File: src/logic/ldo_cfg.svh
// Constants for the LDO channel control block
`ifndef LDO_CFG_SVH
`define LDO_CFG_SVH
`define LDO_NUM_CH 4
`define LDO_LEVEL_W 6
`define LDO_DELAY_W 3
`define LDO_CLK_HZ 200000000
`define LDO_MS_UNIT 1
`define LDO_CYC_PER_MS ((`LDO_CLK_HZ / 1000) * `LDO_MS_UNIT)
`define LDO_DELAY_BASE_MS 2
`define LDO_DELAY_MAX_MS 128
`define LDO_DELAY_CNT_W 8
`define LDO_LEVEL_RST 6'h00
`endif

File: src/logic/ldo_pkg.sv
// Types for the LDO channel control block
package ldo_pkg;
  typedef enum logic [2:0] {
    LDO_OFF = 3'b001,
    LDO_WAIT = 3'b010,
    LDO_ON = 3'b100
  } ldo_state_t;
endpackage
File: src/logic/ldo_channel_control.sv
// Control for four LDO channels: level, enable, delay, discharge, low-iq, power-good irq
`include "ldo_cfg.svh"
`timescale 1ns/1ps
`default_nettype none
module ldo_channel_control #(
  parameter int unsigned NUM_CH = `LDO_NUM_CH,
  parameter int unsigned CYC_PER_MS = `LDO_CYC_PER_MS,
  parameter logic [`LDO_LEVEL_W-1:0] LEVEL_DEFAULT = `LDO_LEVEL_RST
) (
  // Clock and reset
  input wire logic clk,
  input wire logic rst_n,
  // Host write of level codes, one strobe per channel
  input wire logic [NUM_CH-1:0] level_wr,
  input wire logic [`LDO_LEVEL_W-1:0] level_wdata,
  // Host-held configuration bits
  input wire logic [NUM_CH-1:0] enable,
  input wire logic [NUM_CH*`LDO_DELAY_W-1:0] turn_on_delay,
  input wire logic [NUM_CH-1:0] output_discharge_enable,
  input wire logic [NUM_CH-1:0] low_quiescent_select,
  input wire logic [NUM_CH-1:0] fault_irq_enable,
  // Host read strobe of power-good bits
  input wire logic [NUM_CH-1:0] pgood_rd,
  // Comparator inputs, asynchronous
  input wire logic [NUM_CH-1:0] uv_low,
  // Regulator controls
  output logic [NUM_CH*`LDO_LEVEL_W-1:0] output_level_code,
  output logic [NUM_CH-1:0] regulator_on,
  output logic [NUM_CH-1:0] discharge_on,
  output logic [NUM_CH-1:0] low_iq_on,
  // Status
  output logic [NUM_CH-1:0] power_good,
  output logic [NUM_CH-1:0] fault_pending,
  output logic irq_out_n
);
  import ldo_pkg::*;

  // Refuse settings the counters and tables cannot serve
  initial begin
    if (NUM_CH < 1 || NUM_CH > 8) begin
      $error("NUM_CH must be 1 to 8");
    end
    if (CYC_PER_MS < 1) begin
      $error("ms divider needs at least one cycle");
    end
    if (`LDO_LEVEL_W != 6) begin
      $error("level code must be six bits");
    end
    if (`LDO_DELAY_W != 3) begin
      $error("delay code must be three bits");
    end
    if (`LDO_MS_UNIT < 1) begin
      $error("ms unit must be at least one");
    end
    if (`LDO_DELAY_MAX_MS > (1 << `LDO_DELAY_CNT_W) - 1) begin
      $error("delay counter too narrow for the longest delay");
    end
    if ((`LDO_DELAY_BASE_MS << ((1 << `LDO_DELAY_W) - 2)) != `LDO_DELAY_MAX_MS) begin
      $error("delay table must double from base to maximum");
    end
  end

  typedef struct packed {
    // Comparator synchroniser, two stages
    logic [NUM_CH-1:0] uv_s1;
    logic [NUM_CH-1:0] uv_s2;
    // Programmed level codes
    logic [NUM_CH-1:0][`LDO_LEVEL_W-1:0] level;
    // Turn-on sequencer per channel
    logic [NUM_CH-1:0][2:0] st;
    logic [NUM_CH-1:0][`LDO_DELAY_CNT_W-1:0] ms_left;
    // Registered regulator controls
    logic [NUM_CH-1:0] reg_on;
    logic [NUM_CH-1:0] dis_on;
    logic [NUM_CH-1:0] liq_on;
    // Status and interrupt
    logic [NUM_CH-1:0] pg;
    logic [NUM_CH-1:0] flt;
    logic irq_n;
  } ldo_state_all_t;

  // Whole block state, registered in one place
  ldo_state_all_t s_q, s_d;
  logic ms_tick;
  logic [NUM_CH-1:0][`LDO_DELAY_W-1:0] delay_code;
  logic [NUM_CH-1:0] delay_zero;

  // Per-channel views of the packed delay bus
  for (genvar g = 0; g < NUM_CH; g++) begin : g_ch
    assign delay_code[g] = turn_on_delay[g*`LDO_DELAY_W +: `LDO_DELAY_W];
    assign delay_zero[g] = (delay_code[g] == `LDO_DELAY_W'(0));
  end

  // Free-running millisecond timebase shared by all channels
  ldo_ms_tick #(
    .CYC_PER_MS(CYC_PER_MS)
  ) u_tick (
    .clk(clk),
    .rst_n(rst_n),
    .tick(ms_tick)
  );

  // Delay in ms: zero for code 0, otherwise the base doubled per step
  function automatic logic [`LDO_DELAY_CNT_W-1:0] delay_ms(input logic [`LDO_DELAY_W-1:0] code);
    logic [`LDO_DELAY_CNT_W-1:0] v;
    v = '0;
    if (code != `LDO_DELAY_W'(0)) begin
      v = `LDO_DELAY_CNT_W'(`LDO_DELAY_BASE_MS) << (code - `LDO_DELAY_W'(1));
    end
    return v;
  endfunction

  always_comb begin
    s_d = s_q;
    // Comparator outputs through two flops before use
    s_d.uv_s1 = uv_low;
    s_d.uv_s2 = s_q.uv_s1;

    // Level writes and turn-on sequencing
    for (int i = 0; i < NUM_CH; i++) begin
      // Level written by the host replaces the default
      if (level_wr[i]) begin
        s_d.level[i] = level_wdata;
      end
      case (s_q.st[i])
        LDO_OFF: begin
          if (enable[i]) begin
            s_d.ms_left[i] = delay_ms(delay_code[i]);
            // Zero delay turns on at once
            if (delay_zero[i]) begin
              s_d.st[i] = LDO_ON;
            end else begin
              s_d.st[i] = LDO_WAIT;
            end
          end
        end
        // Dropping enable while waiting aborts the turn-on
        LDO_WAIT: begin
          if (!enable[i]) begin
            s_d.ms_left[i] = '0;
            s_d.st[i] = LDO_OFF;
          end else if (ms_tick) begin
            if (s_q.ms_left[i] <= `LDO_DELAY_CNT_W'(1)) begin
              s_d.ms_left[i] = '0;
              s_d.st[i] = LDO_ON;
            end else begin
              s_d.ms_left[i] = s_q.ms_left[i] - `LDO_DELAY_CNT_W'(1);
            end
          end
        end
        // Clearing enable turns off; discharge may then act
        LDO_ON: begin
          if (!enable[i]) begin
            s_d.st[i] = LDO_OFF;
          end
        end
        default: begin
          s_d.st[i] = LDO_OFF;
        end
      endcase
    end

    // Regulator on follows the next state on the same edge; discharge and low-iq follow their inputs
    for (int i = 0; i < NUM_CH; i++) begin
      s_d.reg_on[i] = (s_d.st[i] == LDO_ON);
      s_d.dis_on[i] = output_discharge_enable[i] && !enable[i];
      s_d.liq_on[i] = low_quiescent_select[i];
    end

    // Status; a fault in the read cycle keeps its flag set
    for (int i = 0; i < NUM_CH; i++) begin
      s_d.pg[i] = !s_q.uv_s2[i];
      if (fault_irq_enable[i] && s_q.uv_s2[i]) begin
        s_d.flt[i] = 1'b1;
      end else if (pgood_rd[i]) begin
        s_d.flt[i] = 1'b0;
      end
    end
    // Interrupt low while any channel holds a fault
    s_d.irq_n = ~|s_d.flt;
  end

  // State register
  always_ff @(posedge clk or negedge rst_n) begin
    if (!rst_n) begin
      s_q.uv_s1 <= '0;
      s_q.uv_s2 <= '0;
      s_q.level <= {NUM_CH{LEVEL_DEFAULT}};
      s_q.st <= {NUM_CH{LDO_OFF}};
      s_q.ms_left <= '0;
      s_q.reg_on <= '0;
      s_q.dis_on <= '0;
      s_q.liq_on <= '0;
      s_q.pg <= '0;
      s_q.flt <= '0;
      s_q.irq_n <= 1'b1;
    end else begin
      s_q <= s_d;
    end
  end

  // Every output straight from a flop
  assign output_level_code = s_q.level;
  assign regulator_on = s_q.reg_on;
  assign discharge_on = s_q.dis_on;
  assign low_iq_on = s_q.liq_on;
  assign power_good = s_q.pg;
  assign fault_pending = s_q.flt;
  assign irq_out_n = s_q.irq_n;
endmodule
`default_nettype wire

File: src/logic/ldo_ms_tick.sv
// Millisecond enable pulse divider
`timescale 1ns/1ps
`default_nettype none
module ldo_ms_tick #(
  parameter int unsigned CYC_PER_MS = 200000
) (
  // Clock and reset
  input wire logic clk,
  input wire logic rst_n,
  // Tick
  output logic tick
);
  import ldo_pkg::*;

  initial begin
    if (CYC_PER_MS < 1) begin
      $error("CYC_PER_MS must be at least one");
    end
  end

  typedef struct packed {
    logic [31:0] cnt;
    logic tick;
  } ldo_tick_state_t;

  ldo_tick_state_t s_q, s_d;

  always_comb begin
    s_d = s_q;
    s_d.tick = 1'b0;
    if (s_q.cnt >= CYC_PER_MS - 1) begin
      s_d.cnt = 32'h0;
      s_d.tick = 1'b1;
    end else begin
      s_d.cnt = s_q.cnt + 32'h1;
    end
  end

  always_ff @(posedge clk or negedge rst_n) begin
    if (!rst_n) begin
      s_q <= '0;
    end else begin
      s_q <= s_d;
    end
  end

  assign tick = s_q.tick;
endmodule
`default_nettype wire

File: config.mk
export PLATFORM = sky130hd
export DESIGN_NAME = ldo_channel_control
export DESIGN_NICKNAME = d
export VERILOG_FILES = /design/src/logic/ldo_pkg.sv /design/src/logic/ldo_channel_control.sv /design/src/logic/ldo_ms_tick.sv
export VERILOG_INCLUDE_DIRS = /design/src /design/src/logic
export SDC_FILE = /design/constraint.sdc
export NUM_CORES = 1
export LEC_CHECK = 0
export BUFFER_PORTS_ARGS = -buffer_cell sky130_fd_sc_hd__buf_2
export CAP_MARGIN = 15
export CORE_UTILIZATION = 52
export DETAILED_ROUTE_END_ITERATION = 10
export PLACE_DENSITY = 0.73
export SYNTH_ARGS = -nofsm -noshare
export SYNTH_HDL_FRONTEND = slang
export SYNTH_SLANG_ARGS = --single-unit
File: constraint.sdc
create_clock -name clk -period 6.3 [get_ports clk]
set_clock_uncertainty 0.2 [all_clocks]
set_input_delay 0.63 -clock clk [delete_from_list [all_inputs] [get_ports clk]]
set_output_delay 0.63 -clock clk [all_outputs]
set_load 0.01 [all_outputs]
==> out/metrics.yaml <==
status: "complete, no violations"
postCtsHoldBufs: 0
antenna_found_initial: 0
finalNetCount: 758
io_pins: 93
post-cts-setup-buffers: 0
overflow: 0
crit_required_ns: 6.42
yosys_warnings: 0
setup_violations: 0
p_leak_uw: 0.003308
async_flop_share_pct: 100.0
fmax_ghz: 0.3909
finalSetupTns_ns: 0
detail_route.first_pass.iterations: 5
ys.flop_type: "dfrtp_1"
dieArea_sq_um: 13050
dp_hpwl_um: 9255
diodes: 0
switching_share_pct: 35.20
start_kind: "flip-flop"
layout-drive-gt1-share_pct: 24.65
hold_path_class: "in -> async"
cts_sinks: 130
clock_tree.root_cell: "clkbuf_16"
grt_pass1_wl_um: 22310
syn-cell-area_sq_um: 6553
first_iter_violations: 436
slowest_stage: "a31oi_1"
synth-edff-count: 0
crit_buf_inv: 1
chipWidth_um: 114.3
maxSlewHeadroom_pct: 31.85
path_clk_slew_ns: 0.06
yosysTopAreaCellShare_pct: 47.74
critical_path.cell_chain: "inv_1, ha_1, or2_2, a31oi_1, a31oi_1, o22ai_1"
cap_violations: 0
setup.worst_path.end_class: "flip-flop"
clk_latency_ns: 0.41
criticalPathCategory: "reg -> reg"
grt_max_degree: 72
worst_pin_slew_ns: 1.018
layout_min_cycle_time_ns: 2.558
via_per_inst: 5.662
p_clk_share_pct: 31.9
ir_worst_vdd_v: 0.0002243
seq_power_share_pct: 37.1
cp.arrival_ns: 2.68
crit_family: "compound AO/OA/AOI/OAI gates"
drv_slew: 0
synth_most_common_cell: "dfrtp_1"
slowest_delay_ns: 0.78
numCtsBuffers: 17
fp-row-count: 40
tritoncts: "done"
ys_top_cells_by_count: "125 x dfrtp_1, 55 x inv_1, 44 x buf_4"
clk_path_buf_depth: 2
syn_avg_cell_area_sq_um: 10.34
syn_to_final_growth_pct: 14.05
ys_types: 64
power_density_nw_per_um2: 405.0
crit_top_cell: "a31oi_1"
grt_usage_pct: 21.49
portBuffers: 92
p_int_uw: 1961
yosysSeqAreaShare_pct: 49.74
syn_inst: 634
routedWlPerCell_um: 15.18
ant_nets: 0
regArea_sq_um: 3259
path_max_fanout: 12
coreArea_sq_um: 12160
finalWirelength_um: 13320
synth.largest_area_cell: "dfrtp_1"
start_util_pct: 53.88
ctsResizeCount: 0
fillers: 998
multi_input_area_sq_um: 2736
post-route-period-util_pct: 40.61
synth_area_leaders: "dfrtp_1 48%, buf_4 5.0%, mux2_2 4.5%"
grt_pass1_vias: 4725
hold_viol: 0
p_switching_uw: 1065
synth-seq-cells: 130
rsz0062_at_grt: "false"
p_comb_share_pct: 31.0
hold_ws_ns: 0.05340
via_count: 4971
post-route-drc-count: 0
ctsHtreeMaxLevel: 4
fp.dieH_um: 114.3
gp_congestion: 0.8975
## cell type report
cell class	instances	area share (%)
well taps	168	2.813
multi-input cells	400	36.61
clock buffers	18	5.876
inverters	55	2.762
repair buffers	93	6.295
clock inverters	14	2.026
flip-flops and latches	130	43.61
## logic make-up after synthesis
| logic type | count (synthesis) | share of synthesized area (%) |
|---|---|---|
| AO/OA/AOI/OAI | 147 | 15.70 |
| XOR/XNOR | 15 | 2.005 |
| adder cells (fa/ha/maj) | 13 | 2.482 |
| buffers and inverters | 117 | 9.242 |
| flip-flops | 130 | 49.74 |
| multiplexers | 26 | 4.468 |
| other | 1 | 0.05723 |
| AND/OR/NAND/NOR | 185 | 16.31 |
## worst reg2reg max path, stage by stage (launching register included)
cell,delay (ns)
dfrtp_1,0.40
inv_1,0.08
ha_1,0.25
or2_2,0.32
a31oi_1,0.78
a31oi_1,0.23
o22ai_1,0.21
## metal layers
layer	part of all wire, %	wire [um]	vias to the layer above	GRT usage, %
met5	0	0	-	0
met1	44	5902	2398	27.42
li1	-	-	2378	-
met2	49	6547	179	35.15
met3	5.3	709	16	4.923
met4	1.2	165	0	9.351
## per-stage QoR
stage          area [sq um]  setup slack, ns  cells  util, %  total power (uW)
2_1_floorplan          6601            4.165    647        -              1838
3_3_place_gp           6883            3.950    846    56.59              2003
3_5_place_dp           6883            3.829    846    56.59              2047
4_1_cts                7473            3.794    878    61.45              3033
5_1_grt                7473            3.576    878    61.45              3217
6_report               7473            3.742    878    61.45              3026
## worst paths after layout
check,endpoint,from,depth (start not counted),slack [ns]
min in group clk,s_d[91],uv_low[2],1,0.12
max in group asynchronous,discharge_on[1],rst_n,2,4.48
setup / recovery,s_q[50],s_q[45],6,3.74
hold reg to reg,s_q[92],s_d[92],0,0.15
hold / removal,power_good[1],rst_n,1,0.05
setup reg to reg,s_q[50],s_q[45],6,3.74
## cell usage in the layout, fill, tap and decap left out, types with 16 or more instances in the layout
cell / netlist / layout
a211oi_1: 18 / 18
mux2_2: 26 / 26
buf_2: 1 / 91
nand2_1: 26 / 26
o21ai_0: 17 / 17
clkbuf_16: 0 / 17
nor2_1: 24 / 24
inv_1: 55 / 55
a21oi_1: 21 / 21
dfrtp_1: 125 / 125
nand3_1: 18 / 18
o22ai_1: 20 / 20
nor4_1: 16 / 16
## power groups by stage
stage	clock network, uW	registers [uW]	logic (uW)
2_1_floorplan	0	1080	755
4_1_cts	984	1120	930
3_5_place_dp	0	1130	920
5_1_grt	1020	1140	1050
6_report	964	1120	939
3_3_place_gp	0	1120	882
## state kept, by name, indices dropped and copies added (netlist names)
| name | count |
|---|---|
| output_level_code | 24 |
| regulator_on | 4 |
| s_d | 4 |
| irq_out_n | 1 |
| low_iq_on | 4 |
| s_q | 48 |
| power_good | 4 |
| discharge_on | 4 |
| u_tick.s_q | 32 |
| u_tick.tick | 1 |
| fault_pending | 4 |
Power figures use the tool's default switching activity.
